===== src/core/pwr_clk_pkg.sv =====
// constants and types of the power mode and clock supervisor
package pwr_clk_pkg;

  // register byte offsets
  localparam logic [7:0] OFF_MODE    = 8'h00;
  localparam logic [7:0] OFF_CLKSEL  = 8'h04;
  localparam logic [7:0] OFF_OPLEVEL = 8'h08;
  localparam logic [7:0] OFF_MSTOP   = 8'h0C;
  localparam logic [7:0] OFF_FAM_CTL = 8'h10;
  localparam logic [7:0] OFF_FAM_LIM = 8'h14;
  localparam logic [7:0] OFF_FAM_CNT = 8'h18;
  localparam logic [7:0] OFF_IRQ_ST  = 8'h1C;
  localparam logic [7:0] OFF_IRQ_MSK = 8'h20;
  localparam logic [7:0] OFF_RETAIN  = 8'h24;
  localparam logic [7:0] OFF_PERIPH  = 8'h28;
  localparam logic [7:0] OFF_STATUS  = 8'h2C;

  // interrupt status bit positions
  localparam int IRQ_MEAS_DONE = 0;
  localparam int IRQ_OUT_RANGE = 1;
  localparam int IRQ_OSC_STOP  = 2;
  localparam int IRQ_W         = 3;

  // field positions of the frequency monitor control
  localparam int FAM_START   = 0;
  localparam int FAM_REF_EXT = 1;
  localparam int FAM_WIN_LSB = 8;

  localparam logic [1:0] RESP_OKAY   = 2'h0;
  localparam logic [1:0] RESP_SLVERR = 2'h2;

  // standby levels, gray coded along deepening
  typedef enum logic [2:0] {
    MODE_RUN     = 3'h0,
    MODE_SLEEP   = 3'h1,
    MODE_DSLEEP  = 3'h3,
    MODE_ALLSTOP = 3'h2,
    MODE_SWSTBY  = 3'h6,
    MODE_DEEPSTB = 3'h7
  } mode_type;

  typedef enum logic [2:0] {
    SRC_SLOW_OSC = 3'h0,
    SRC_FAST_OSC = 3'h1,
    SRC_MAIN     = 3'h2,
    SRC_SUB      = 3'h3,
    SRC_PLL      = 3'h4
  } clk_src_type;

  typedef enum logic [1:0] {
    LVL_HIGH   = 2'h0,
    LVL_MIDDLE = 2'h1,
    LVL_LOW    = 2'h2
  } op_level_type;

  // clock and power enables towards the chip
  typedef struct packed {
    logic cpu;
    logic wdt;
    logic dma;
    logic xfer;
    logic rom;
    logic ram;
    logic periph;
    logic main_osc;
    logic tmr8;
    logic independent_watchdog;
    logic sub_osc;
    logic rtc;
    logic core_pwr;
  } gate_type;

  localparam clk_src_type CLKSEL_RST = SRC_SLOW_OSC;
  localparam int          RETAIN_W   = 18;

endpackage : pwr_clk_pkg


===== src/core/power_mode_clock_supervisor.sv =====
// power mode controller with clock supervision behind an axi4-lite slave
`timescale 1ns/100ps
module power_mode_clock_supervisor #(
  parameter int NMOD  = 8,
  parameter int PDIV  = 4,
  parameter int CNT_W = 16
) (
  input  wire logic                  aclk,
  input  wire logic                  aresetn,
  input  wire logic [7:0]            s_axi_awaddr,
  input  wire logic                  s_axi_awvalid,
  output logic                       s_axi_awready,
  input  wire logic [31:0]           s_axi_wdata,
  input  wire logic [3:0]            s_axi_wstrb,
  input  wire logic                  s_axi_wvalid,
  output logic                       s_axi_wready,
  output logic [1:0]                 s_axi_bresp,
  output logic                       s_axi_bvalid,
  input  wire logic                  s_axi_bready,
  input  wire logic [7:0]            s_axi_araddr,
  input  wire logic                  s_axi_arvalid,
  output logic                       s_axi_arready,
  output logic [31:0]                s_axi_rdata,
  output logic [1:0]                 s_axi_rresp,
  output logic                       s_axi_rvalid,
  input  wire logic                  s_axi_rready,
  input  wire logic                  wait_for_irq,
  input  wire logic                  wake_irq,
  input  wire logic                  main_osc_alive,
  input  wire logic                  pll_ref_alive,
  input  wire logic                  target_clk_tick,
  input  wire logic                  ext_ref_tick,
  input  wire logic                  int_ref_tick,
  output pwr_clk_pkg::gate_type      gates,
  output pwr_clk_pkg::clk_src_type   sys_clk_src,
  output logic                       pll_free_running,
  output pwr_clk_pkg::op_level_type  op_level,
  output logic [NMOD-1:0]            module_stop,
  output logic [31:0]                periph_reg,
  output logic [pwr_clk_pkg::RETAIN_W-1:0] retained,
  output logic                       irq
);

  localparam int DIV_W = $clog2(PDIV + 1);

  pwr_clk_pkg::mode_type     mode_q;
  pwr_clk_pkg::mode_type     req_mode_q;
  pwr_clk_pkg::clk_src_type  clksel_q;
  pwr_clk_pkg::clk_src_type  wake_src_q;
  logic                      wake_sw_q;
  pwr_clk_pkg::op_level_type oplevel_q;
  logic [NMOD-1:0]           mstop_q;
  logic [31:0]               fam_ctl_q;
  logic [31:0]               fam_lim_q;
  logic [CNT_W-1:0]          fam_cnt_q;
  logic [CNT_W-1:0]          fam_res_q;
  logic [CNT_W-1:0]          fam_win_q;
  logic                      fam_busy_q;
  logic [pwr_clk_pkg::IRQ_W-1:0] irq_st_q;
  logic [pwr_clk_pkg::IRQ_W-1:0] irq_msk_q;
  logic [pwr_clk_pkg::RETAIN_W-1:0] retain_q;
  logic [31:0]               periph_q;
  logic [DIV_W-1:0]          div_q;
  logic                      ptick;
  logic                      pend_q;
  logic [31:0]               pend_data_q;
  logic                      aw_q;
  logic [7:0]                awaddr_q;
  logic                      w_q;
  logic [31:0]               wdata_q;
  logic [3:0]                wstrb_q;
  logic                      ar_q;
  logic [7:0]                araddr_q;
  logic                      wr_go;
  logic                      rd_go;
  logic                      main_stop_q;
  logic                      ref_tick;
  logic [pwr_clk_pkg::IRQ_W-1:0] irq_set;

  // lane-merged write of a 32-bit word
  function automatic logic [31:0] merge(input logic [31:0] old, input logic [31:0] nw,
                                        input logic [3:0] strb);
    logic [31:0] r;
    r = old;
    for (int i = 0; i < 4; i++) begin
      if (strb[i]) begin
        r[i*8 +: 8] = nw[i*8 +: 8];
      end
    end
    return r;
  endfunction : merge

  // bus channels: address and data captured in either order
  assign s_axi_awready = !aw_q && !s_axi_bvalid;
  assign s_axi_wready  = !w_q && !s_axi_bvalid;
  assign s_axi_arready = !ar_q && !s_axi_rvalid;
  assign wr_go = aw_q && w_q && !s_axi_bvalid;
  // a read behind a pending posted write waits for it
  assign rd_go = ar_q && !s_axi_rvalid && !pend_q;

  always_ff @(posedge aclk) begin
    if (!aresetn) begin
      aw_q     <= 1'b0;
      awaddr_q <= 8'h00;
      w_q      <= 1'b0;
      wdata_q  <= 32'h0000_0000;
      wstrb_q  <= 4'h0;
      ar_q     <= 1'b0;
      araddr_q <= 8'h00;
    end else begin
      if (s_axi_awvalid && s_axi_awready) begin
        aw_q     <= 1'b1;
        awaddr_q <= s_axi_awaddr;
      end else if (wr_go) begin
        aw_q <= 1'b0;
      end
      if (s_axi_wvalid && s_axi_wready) begin
        w_q     <= 1'b1;
        wdata_q <= s_axi_wdata;
        wstrb_q <= s_axi_wstrb;
      end else if (wr_go) begin
        w_q <= 1'b0;
      end
      if (s_axi_arvalid && s_axi_arready) begin
        ar_q     <= 1'b1;
        araddr_q <= s_axi_araddr;
      end else if (rd_go) begin
        ar_q <= 1'b0;
      end
    end
  end

  // write response: posted write answers at once, before the peripheral applies it
  always_ff @(posedge aclk) begin
    if (!aresetn) begin
      s_axi_bvalid <= 1'b0;
      s_axi_bresp  <= pwr_clk_pkg::RESP_OKAY;
    end else if (wr_go) begin
      s_axi_bvalid <= 1'b1;
      s_axi_bresp  <= (awaddr_q > pwr_clk_pkg::OFF_STATUS || awaddr_q[1:0] != 2'h0) ?
                      pwr_clk_pkg::RESP_SLVERR : pwr_clk_pkg::RESP_OKAY;
    end else if (s_axi_bready) begin
      s_axi_bvalid <= 1'b0;
    end
  end

  // peripheral clock enable divided from aclk
  assign ptick = (div_q == DIV_W'(PDIV - 1));
  always_ff @(posedge aclk) begin
    if (!aresetn) begin
      div_q <= '0;
    end else begin
      div_q <= ptick ? '0 : div_q + 1'b1;
    end
  end

  // posted peripheral register, applied on the peripheral clock
  always_ff @(posedge aclk) begin
    if (!aresetn) begin
      pend_q      <= 1'b0;
      pend_data_q <= 32'h0000_0000;
      periph_q    <= 32'h0000_0000;
    end else begin
      if (wr_go && awaddr_q == pwr_clk_pkg::OFF_PERIPH && !mstop_q[0]) begin
        pend_q      <= 1'b1;
        pend_data_q <= merge(pend_q ? pend_data_q : periph_q, wdata_q, wstrb_q);
      end else if (pend_q && ptick) begin
        pend_q   <= 1'b0;
        periph_q <= pend_data_q;
      end
    end
  end

  // control registers in the system clock domain
  always_ff @(posedge aclk) begin
    if (!aresetn) begin
      req_mode_q <= pwr_clk_pkg::MODE_RUN;
      wake_src_q <= pwr_clk_pkg::CLKSEL_RST;
      wake_sw_q  <= 1'b0;
      oplevel_q  <= pwr_clk_pkg::LVL_HIGH;
      mstop_q    <= '1;
      fam_ctl_q  <= 32'h0000_0000;
      fam_lim_q  <= 32'h0000_0000;
      irq_msk_q  <= '0;
      retain_q   <= '0;
    end else begin
      if (fam_busy_q) begin
        fam_ctl_q[pwr_clk_pkg::FAM_START] <= 1'b0;
      end
      if (wr_go) begin
        case (awaddr_q)
          pwr_clk_pkg::OFF_MODE: begin
            req_mode_q <= pwr_clk_pkg::mode_type'(wdata_q[2:0]);
            wake_src_q <= pwr_clk_pkg::clk_src_type'(wdata_q[6:4]);
            wake_sw_q  <= wdata_q[7];
          end
          // level order against clock is the software's duty
          pwr_clk_pkg::OFF_OPLEVEL: oplevel_q <= pwr_clk_pkg::op_level_type'(wdata_q[1:0]);
          pwr_clk_pkg::OFF_MSTOP:   mstop_q   <= wdata_q[NMOD-1:0];
          pwr_clk_pkg::OFF_FAM_CTL: fam_ctl_q <= merge(fam_ctl_q, wdata_q, wstrb_q);
          pwr_clk_pkg::OFF_FAM_LIM: fam_lim_q <= merge(fam_lim_q, wdata_q, wstrb_q);
          pwr_clk_pkg::OFF_IRQ_MSK: irq_msk_q <= wdata_q[pwr_clk_pkg::IRQ_W-1:0];
          pwr_clk_pkg::OFF_RETAIN:  retain_q  <= wdata_q[pwr_clk_pkg::RETAIN_W-1:0];
          default: ;
        endcase
      end
    end
  end

  // standby level sequencing
  always_ff @(posedge aclk) begin
    if (!aresetn) begin
      mode_q <= pwr_clk_pkg::MODE_RUN;
    end else begin
      case (mode_q)
        pwr_clk_pkg::MODE_RUN: begin
          if (wait_for_irq) begin
            mode_q <= req_mode_q;
          end
        end
        pwr_clk_pkg::MODE_DEEPSTB: mode_q <= mode_q;
        default: begin
          if (wake_irq) begin
            mode_q <= pwr_clk_pkg::MODE_RUN;
          end
        end
      endcase
    end
  end

  // system clock source: software choice, wake switch and oscillator stop fallback
  always_ff @(posedge aclk) begin
    if (!aresetn) begin
      clksel_q    <= pwr_clk_pkg::CLKSEL_RST;
      main_stop_q <= 1'b0;
    end else begin
      main_stop_q <= !main_osc_alive;
      if (!main_osc_alive && clksel_q == pwr_clk_pkg::SRC_MAIN) begin
        clksel_q <= pwr_clk_pkg::SRC_SLOW_OSC;
      end else if (mode_q == pwr_clk_pkg::MODE_SLEEP && wake_irq && wake_sw_q) begin
        clksel_q <= wake_src_q;
      end else if (wr_go && awaddr_q == pwr_clk_pkg::OFF_CLKSEL) begin
        clksel_q <= pwr_clk_pkg::clk_src_type'(wdata_q[2:0]);
      end
    end
  end

  assign pll_free_running = (clksel_q == pwr_clk_pkg::SRC_PLL) && !pll_ref_alive;

  // frequency accuracy monitor: count target ticks over a window of reference ticks
  assign ref_tick = fam_ctl_q[pwr_clk_pkg::FAM_REF_EXT] ? ext_ref_tick : int_ref_tick;
  always_ff @(posedge aclk) begin
    if (!aresetn) begin
      fam_busy_q <= 1'b0;
      fam_cnt_q  <= '0;
      fam_win_q  <= '0;
      fam_res_q  <= '0;
    end else if (!fam_busy_q) begin
      if (fam_ctl_q[pwr_clk_pkg::FAM_START]) begin
        fam_busy_q <= 1'b1;
        fam_cnt_q  <= '0;
        fam_win_q  <= fam_ctl_q[pwr_clk_pkg::FAM_WIN_LSB +: CNT_W];
      end
    end else begin
      if (target_clk_tick) begin
        fam_cnt_q <= fam_cnt_q + 1'b1;
      end
      if (ref_tick) begin
        if (fam_win_q <= CNT_W'(1)) begin
          fam_busy_q <= 1'b0;
          fam_res_q  <= fam_cnt_q + CNT_W'(target_clk_tick);
        end
        fam_win_q <= fam_win_q - 1'b1;
      end
    end
  end

  // interrupt events; set wins over read clear
  always_comb begin
    irq_set = '0;
    if (fam_busy_q && ref_tick && fam_win_q <= CNT_W'(1)) begin
      irq_set[pwr_clk_pkg::IRQ_MEAS_DONE] = 1'b1;
      if ((fam_cnt_q + CNT_W'(target_clk_tick)) > fam_lim_q[31:16] ||
          (fam_cnt_q + CNT_W'(target_clk_tick)) < fam_lim_q[15:0]) begin
        irq_set[pwr_clk_pkg::IRQ_OUT_RANGE] = 1'b1;
      end
    end
    irq_set[pwr_clk_pkg::IRQ_OSC_STOP] = !main_osc_alive && !main_stop_q;
  end

  always_ff @(posedge aclk) begin
    if (!aresetn) begin
      irq_st_q <= '0;
    end else if (rd_go && araddr_q == pwr_clk_pkg::OFF_IRQ_ST) begin
      irq_st_q <= irq_set;
    end else begin
      irq_st_q <= irq_st_q | irq_set;
    end
  end

  assign irq = |(irq_st_q & irq_msk_q);

  // read data path
  always_ff @(posedge aclk) begin
    if (!aresetn) begin
      s_axi_rvalid <= 1'b0;
      s_axi_rdata  <= 32'h0000_0000;
      s_axi_rresp  <= pwr_clk_pkg::RESP_OKAY;
    end else if (rd_go) begin
      s_axi_rvalid <= 1'b1;
      s_axi_rresp  <= pwr_clk_pkg::RESP_OKAY;
      case (araddr_q)
        pwr_clk_pkg::OFF_MODE:    s_axi_rdata <= {24'h0, wake_sw_q, wake_src_q, 1'b0, req_mode_q};
        pwr_clk_pkg::OFF_CLKSEL:  s_axi_rdata <= {29'h0, clksel_q};
        pwr_clk_pkg::OFF_OPLEVEL: s_axi_rdata <= {30'h0, oplevel_q};
        pwr_clk_pkg::OFF_MSTOP:   s_axi_rdata <= 32'(mstop_q);
        pwr_clk_pkg::OFF_FAM_CTL: s_axi_rdata <= fam_ctl_q;
        pwr_clk_pkg::OFF_FAM_LIM: s_axi_rdata <= fam_lim_q;
        pwr_clk_pkg::OFF_FAM_CNT: s_axi_rdata <= {15'h0, fam_busy_q, fam_res_q};
        pwr_clk_pkg::OFF_IRQ_ST:  s_axi_rdata <= 32'(irq_st_q);
        pwr_clk_pkg::OFF_IRQ_MSK: s_axi_rdata <= 32'(irq_msk_q);
        pwr_clk_pkg::OFF_RETAIN:  s_axi_rdata <= 32'(retain_q);
        pwr_clk_pkg::OFF_PERIPH:  s_axi_rdata <= mstop_q[0] ? 32'h0000_0000 : periph_q;
        pwr_clk_pkg::OFF_STATUS:  s_axi_rdata <= {28'h0, pll_free_running, mode_q};
        default: begin
          s_axi_rdata <= 32'h0000_0000;
          s_axi_rresp <= pwr_clk_pkg::RESP_SLVERR;
        end
      endcase
    end else if (s_axi_rready) begin
      s_axi_rvalid <= 1'b0;
    end
  end

  // clock and power gating per standby level
  always_comb begin
    gates = '1;
    case (mode_q)
      pwr_clk_pkg::MODE_RUN: ;
      pwr_clk_pkg::MODE_SLEEP: begin
        gates.cpu = 1'b0;
        gates.wdt = 1'b0;
      end
      pwr_clk_pkg::MODE_DSLEEP: begin
        gates[12:7] = 6'h00;
      end
      pwr_clk_pkg::MODE_ALLSTOP: begin
        gates[12:6] = 7'h00;
      end
      pwr_clk_pkg::MODE_SWSTBY: begin
        // independent watchdog, sub oscillator and rtc keep running
        gates[12:4] = 9'h000;
      end
      default: begin
        // only sub oscillator and rtc survive the power cut
        gates[12:3] = 10'h000;
        gates.core_pwr = 1'b0;
      end
    endcase
  end

  assign sys_clk_src = clksel_q;
  assign op_level    = oplevel_q;
  assign module_stop = mstop_q;
  assign periph_reg  = periph_q;
  assign retained    = retain_q;

endmodule : power_mode_clock_supervisor


===== config.mk =====
export PLATFORM = sky130hd
export DESIGN_NAME = power_mode_clock_supervisor
export DESIGN_NICKNAME = d
export VERILOG_FILES = /design/src/core/pwr_clk_pkg.sv /design/src/core/power_mode_clock_supervisor.sv
export SDC_FILE = /design/constraint.sdc
export NUM_CORES = 1
export LEC_CHECK = 0
export BUFFER_PORTS_ARGS = -buffer_cell sky130_fd_sc_hd__buf_2
export CAP_MARGIN = 25
export CELL_PAD_IN_SITES_DETAIL_PLACEMENT = 0
export CELL_PAD_IN_SITES_GLOBAL_PLACEMENT = 1
export CORE_UTILIZATION = 30
export DETAILED_ROUTE_END_ITERATION = 8
export GPL_TIMING_DRIVEN = 1
export HOLD_SLACK_MARGIN = 0.03
export PLACE_DENSITY_LB_ADDON = 0.1
export SLEW_MARGIN = 0
export SYNTH_ARGS = -nofsm -noshare
export SYNTH_HDL_FRONTEND = slang
export SYNTH_SLANG_ARGS = --single-unit
export TNS_END_PERCENT = 100

===== constraint.sdc =====
create_clock -name aclk -period 2.7 [get_ports aclk]
set_input_delay 0.27 -clock aclk [delete_from_list [all_inputs] [get_ports aclk]]
set_output_delay 0.27 -clock aclk [all_outputs]
set_load 0.01 [all_outputs]

==> results of run 1 <==
routing by layer:
metal / up-vias / wire, µm / share of wire
li1: 6621 / - / -
met1: 6536 / 27700 / 0.51
met2: 313 / 22900 / 0.42
met3: 53 / 2430 / 0.045
met4: 0 / 930 / 0.017
met5: - / 0 / 0
logic make-up after synthesis:
kind of cell	after synthesis	synth area share
compound gates	419	0.188
xor+xnor	22	0.0132
fa+ha+maj	38	0.0326
buf+inv	177	0.0538
flops	320	0.440
mux	98	0.0692
other cells	2	0.000516
simple gates	668	0.203
worst register-to-register path, cell delays in order (launching register included):
cell and delay (ns):
dfxtp_2 0.35, ha_4 0.16, nand3_1 0.11, buf_4 0.16, nor2_1 0.12, xor2_1 0.41, ha_1 0.21, nand3_1 0.06
or4_1 0.51, a31oi_1 0.19, o31a_1 0.15, o31ai_2 0.06
path summary, 6_finish.rpt:
kind | startpoint | end | slack (ns)
max | fam_cnt_q[0] | irq_st_q[1] | 0.07
min | wait_for_irq | mode_q[2] | 0.14
max reg2reg | fam_cnt_q[0] | irq_st_q[1] | 0.07
min reg2reg | div_q[0] | div_q[0] | 0.42
power groups by stage:
stage	Clock (mW)	Combinational, mW	Sequential, mW
after floorplan	0	0.415	4.95
after global placement	0	0.661	5.02
after global routing	5.68	0.793	4.92
after CTS	5.50	0.726	4.91
after detailed placement	0	0.663	5.02
final	5.37	0.724	4.91
layout make-up:
cell class,count,share of cell area
clock buffers,59,0.0639
clock inverters,11,0.00650
inverters,54,0.0114
flip-flops and latches,320,0.347
multi-input cells,1249,0.411
repair buffers,322,0.119
well taps,615,0.0417
cell usage in the layout, fill, tap and decap left out, types with 9 or more instances in the layout:
cell type	count
a2bb2oi_1	14
nor2_1	152
nand3_1	82
a211oi_1	31
and2_1	9
dlygate4sd3_1	55
nand4_1	13
o21ai_0	43
ha_1	35
dfxtp_1	314
clkbuf_8	13
xnor2_1	11
nor3_1	18
a22oi_1	14
nand2_1	323
buf_2	180
a222oi_1	16
o22ai_1	9
a21oi_1	195
a31oi_1	9
mux2i_1	94
nand2b_1	10
buf_4	80
o2bb2ai_1	9
a221oi_1	20
clkbuf_16	39
inv_1	52
timing repair:
| action | 4_1_cts | 5_1_grt |
|---|---|---|
| setup endpoints to repair | 1 | 1 |
| pin swaps | 5 | 18 |
| buffers inserted | 1 | 2 |
| gates resized for setup | 7 | 27 |
| hold endpoints to repair | 55 | 0 |
| hold buffers | 55 | 0 |
==> results by group, run 1 <==
Run status
  • Status: finished, final reports clean

Timing
  • Max-slew headroom: 0.443
  • Least-Margin Pin Slew: 0.834 ns
  • Final Skew: ~0.018 ns
  • Fin. max-slew vios: 0
  • Period utilization: 0.974
  • Fin. Hold Viols: 0
  • Setup_tns: 0 ns
  • Final hold slack: 0.143 ns
  • Fmax: ~0.38 GHz
  • Final setup fails: 0
  • Final worst slack: 0.0710 ns
  • Min cycle time layout: around 2.6 ns
  • RSZ-0062 raised after global routing: true

Final layout
  • Layout cells sized above 1: 0.196
  • Area occupied by multi-input gates: roughly 0.0076 mm²
  • Area grow syn2layout: 26.8%
  • Util after Layout: 0.386
  • Nets: 2090
  • Final instance area: roughly 0.018 mm²
  • Area occupied by registers: approximately 0.0064 mm²
  • Post-Layout Cell Count: ~2600
  • Fill cells: between 4000 and 5000
  • Antenna cells: 0

Worst setup path
  • Max incr delay on CP: slightly above 0.5 ns
  • Crit path buf inv count: 1
  • Req. time, crit path: between 3 and 4 ns
  • CP Depth: 11
  • Slowest cell on the critical path: or4_1
  • CP delay by family, top: simple AND/OR/NAND/NOR gates
  • Crit Path Category: flop to flop
  • Critical Path, Cell by Cell: ha_4 -> nand3_1 -> buf_4 -> nor2_1 -> xor2_1 -> ha_1 -> nand3_1 -> or4_1 -> a31oi_1 -> o31a_1 -> o31ai_2
  • CP most frequent cell: nand3_1
  • Crit path DAT: around 3.1 ns
  • Worst setup SP type: flop
  • Crit-path max FO: 3
  • Crit. End Element: flop
  • Worst R2R Path Depth: 11

Route
  • Remaining antenna violation count: 0
  • Drt total wl: approximately 54 mm
  • Via density: between 5 and 6
  • 1st-pass router iterations: 8
  • 1st-iter DRT viols: around 1100
  • DR WL/cell: approximately 21 µm
  • Residual DRC count: 0
  • Detailed-route via count: ~14000

Logic synthesis
  • Mean post-synth cell area: roughly 8.4 µm²
  • Synth Cell Area: between 0.01 and 0.015 mm²
  • Sequential-to-total area share from yosys stat: 0.440
  • Cell variety after synth: 71
  • Mapped Cells: roughly 1700
  • Synth warn: 0
  • Most frequent cell after synthesis: nand2_1
  • Number of synthesized flops with an enable pin: 0
  • Synth top area share: 0.440
  • Synth area leader: dfxtp_1
  • Area contributors post-synth: dfxtp_1 44%, nand2_1 8.3%, a21oi_1 6.8%
  • Main flop type after synthesis: dfxtp_1
  • Synth cell count leaders: 323 x nand2_1, 320 x dfxtp_1, 197 x a21oi_1
  • Post-synth ARST share: 0
  • Flops & latches, synth: 320

Placement
  • Routability cong.: roughly 0.84
  • Detailed Place HPWL: ~39 mm
  • Post-Place Cells: ~2500
  • I/O Buffers: between 150 and 200
  • Pre-CTS setup slack: -0.157 ns
  • Post-Place Cell Area: 0.0164 mm²

Floorplanning
  • Die ar.: a little under 0.05 mm²
  • Die width: around 220 µm
  • Rows: 80
  • Top Ports: 185
  • Die Y-Extent: around 220 µm
  • Core Region: 0.0478 mm²
  • Initial Util: 0.304

Clock network
  • Worst-skew pair later-pin latency: about 0.56 ns
  • Clock-pin slew on the worst setup and hold paths: about 0.060 ns
  • CTS buffer count: 39
  • H-tree Lvls: 2
  • Sink Count: 320
  • Clk root buf: clkbuf_16
  • TritonCTS clock tree: built
  • Worst-case clock buffer depth: 3

GRT
  • First-pass GRT wire length: a little over 80 mm
  • Pin count of the biggest net entering global routing: between 70 and 80
  • GR Util met3: 0.0343
  • Grt total ovfl: 0
  • Antenna violations before repair: 0
  • Number of global-route vias before repair: approximately 13000
  • Top Usage Layer GRT: met1
  • Global routing usage on met1: 0.330
  • Met2 Usage GRT: 0.316
  • GRT Overall Usage: 0.217

Pwr
  • Clock power frac: 0.488
  • Peak supply drop: between 300 and 400 µV
  • Combinational Power Share: 0.066
  • P_leak: about 7.0 nW
  • Power per standard cell area: 596 mW/mm²
  • Tot Pwr: ~11 mW
  • Sequential share of power: 0.446
  • P_sw: roughly 2.7 mW
  • Cell-internal power: just over 8 mW
  • Switching part of the total: 0.248

Worst hold path
  • Hold crit path type: input port to flop
  • Hold path cells: 4

Job
  • Max-Cap Viols: 0
Note: power is estimated with default switching activity, not from simulation.
==> inputs of run 2 (changes only) <==
Settings changed: SETUP_SLACK_MARGIN set to 0.5.
==> results by group, run 2 (same netlist as run 1, synthesis figures left out) <==
GRT
  • Pin count of the biggest net entering global routing: 75 (+2.7%)
  • GRT Overall Usage: 0.223 (+0.00654)
  • First-pass GRT wire length: 84.0 mm (+2.7%)
  • Grt total ovfl: 0 (unchanged)
  • Antenna violations before repair: 0 (unchanged)
  • Number of global-route vias before repair: 13371 (+2.6%)

Worst setup path
  • Worst setup SP type: flop
  • Crit. End Element: flop
  • Crit Path Category: flop to flop
  • Crit path buf inv count: 0 (-1)
  • CP delay by family, top: simple AND/OR/NAND/NOR gates
  • Req. time, crit path: 3.13 ns (about the same)
  • Critical Path, Cell by Cell: ha_4 -> ha_4 -> nand3_4 -> nand2b_4 -> nor2_4 -> xor2_2 -> ha_1 -> and4_1 -> nand2_1 -> or4_1 -> a31oi_1 -> o31a_1 -> o31ai_1
  • CP most frequent cell: ha_4
  • Crit-path max FO: 4 (+1)
  • Slowest cell on the critical path: or4_1
  • Crit path DAT: 3.05 ns (about the same)
  • Max incr delay on CP: 0.48 ns (-0.03 ns)

Placement
  • I/O Buffers: 180 (unchanged)
  • Detailed Place HPWL: 39.8 mm (+2.4%)
  • Routability cong.: 0.854 (+1.4%)
  • Pre-CTS setup slack: -0.0176 ns (+0.139 ns)

Pwr
  • Peak supply drop: 397 µV (+25%)
  • Cell-internal power: 8.11 mW (-2.1%)
  • P_leak: 7.09 nW (+0.77%)
  • P_sw: 2.72 mW (-0.46%)
  • Switching part of the total: 0.251 (+0.00302)
  • Clock power frac: 0.477 (-0.011)
  • Power per standard cell area: 583 mW/mm² (-2.2%)
  • Sequential share of power: 0.455 (+0.009)
  • Combinational Power Share: 0.069 (+0.003)

Timing
  • Final setup fails: 0 (unchanged)
  • Least-Margin Pin Slew: 0.817 ns (-0.0174 ns)
  • Final Skew: 0.0155 ns (-0.00281 ns)
  • RSZ-0062 raised after global routing: true
  • Fmax: 0.382 GHz (+0.31%)
  • Max-slew headroom: 0.455 (+0.0116)
  • Fin. Hold Viols: 0 (unchanged)
  • Setup_tns: 0 ns (unchanged)
  • Final worst slack: 0.0791 ns (+0.00811 ns)
  • Min cycle time layout: 2.62 ns (-0.00811 ns)
  • Period utilization: 0.971 (-0.00301)
  • Fin. max-slew vios: 0 (unchanged)

Floorplanning
  • Core Region: 0.0478 mm² (unchanged)
  • Rows: 80 (unchanged)
  • Die width: 222 µm (unchanged)
  • Die Y-Extent: 222 µm (unchanged)
  • Top Ports: 185 (unchanged)
  • Die ar.: 0.0494 mm² (unchanged)
  • Initial Util: 0.304 (unchanged)

Final layout
  • Most common cell after layout, fill and taps aside: dfxtp_1
  • Fill cells: 4984 (-0.24%)
  • Area grow syn2layout: 27.4%
  • Layout cells sized above 1: 0.201 (+0.00516)
  • Area occupied by registers: 0.00641 mm² (unchanged)
  • Nets: 2102 (+0.57%)
  • Area occupied by multi-input gates: 0.00755 mm² (-0.45%)
  • Util after Layout: 0.388 (+0.00199)
  • Antenna cells: 0 (unchanged)
  • Most frequent cells in the layout: 316 x dfxtp_1, 313 x nand2_1, 197 x a21oi_1, 180 x buf_2, 150 x nor2_1

Clock network
  • Sink Count: 320 (unchanged)
  • TritonCTS clock tree: built
  • Worst-case clock buffer depth: 3 (unchanged)
  • CTS buffer count: 39 (unchanged)
  • Clk root buf: clkbuf_16
  • Worst-skew pair later-pin latency: 0.56 ns (about the same)
  • H-tree Lvls: 2 (unchanged)
  • Clock-pin slew on the worst setup and hold paths: 0.05 ns (about the same)

Worst hold path
  • Hold crit path type: input port to flop

Route
  • Residual DRC count: 0 (unchanged)
  • 1st-iter DRT viols: 888 (-16%)
  • Remaining antenna violation count: 0 (unchanged)
  • Via density: 5.16 (+0.35%)
  • Drt total wl: 56.3 mm (+4.3%)
  • 1st-pass router iterations: 5 (-3)
  • Detailed-route via count: 13612 (+0.66%)
  • DR WL/cell: 21.4 µm (+4.0%)

Job
  • Max-Cap Viols: 0 (unchanged)

Run status
  • Status: finished, final reports clean
-- run 2: area by class of cell --
| cell class | count | share of cell area |
|---|---|---|
| multi-input combinational | 1249 | 0.407 |
| clock buffer | 60 | 0.0644 |
| inverter | 54 | 0.0113 |
| clock inverter | 6 | 0.00283 |
| tap | 615 | 0.0414 |
| sequential | 320 | 0.345 |
| timing repair buffer | 334 | 0.128 |
-- run 2: timing repair --
item,4_1_cts,5_1_grt
hold endpoints to repair,55,0
setup buffers,7,5
gates resized for setup,11,31
cloned,0,1
endpoints found under the setup margin,67,135
pin swaps,3,2
hold buffers,55,0
-- run 2: metrics by stage --
stage / power [mW] / cell area [µm²] / hold WS [ns] / std cells
final: 10.8 / 18600 / 0.125 / 2638
after global routing: 11.2 / 18600 / 0.136 / 2638
after CTS: 11.0 / 18400 / 0.0927 / 2632
after detailed placement: 5.70 / 16500 / 0.413 / 2504
after global placement: 5.70 / 16500 / 0.408 / 2504
after floorplan: 5.36 / 14600 / 0.342 / 1746
-- run 2: tightest hold or removal path: cells and delay by family --
kind / cells / cell delay, ns
simple gates: 2 / 0.23
buf+inv: 1 / 0.07
compound gates: 1 / 0.07
-- run 2: path summary, 6_finish.rpt --
check / slack, ns / from / cells past startpoint / end
worst max register to register: 0.08 / fam_cnt_q[0] / 13 / irq_st_q[1]
worst min register to register: 0.42 / div_q[0] / 1 / div_q[0]
worst max-delay path: 0.08 / fam_cnt_q[0] / 13 / irq_st_q[1]
worst min-delay path: 0.12 / wait_for_irq / 4 / mode_q[0]
-- run 2: metal layers --
metal	up-vias	global-route usage	routed length (µm)
met5	-	0	0
met4	0	0.0768	1620
met1	6600	0.308	26600
met3	89	0.0307	2210
li1	6652	-	-
met2	271	0.356	25900
-- run 2: power groups by stage --
stage               Clock [mW]  Sequential (mW)  Combinational, mW
floorplan                    0             4.94              0.415
global placement             0             5.02              0.677
finish                    5.16             4.92              0.743
detailed placement           0             5.02              0.676
global route              5.49             4.93              0.809
CTS                       5.32             4.92              0.740
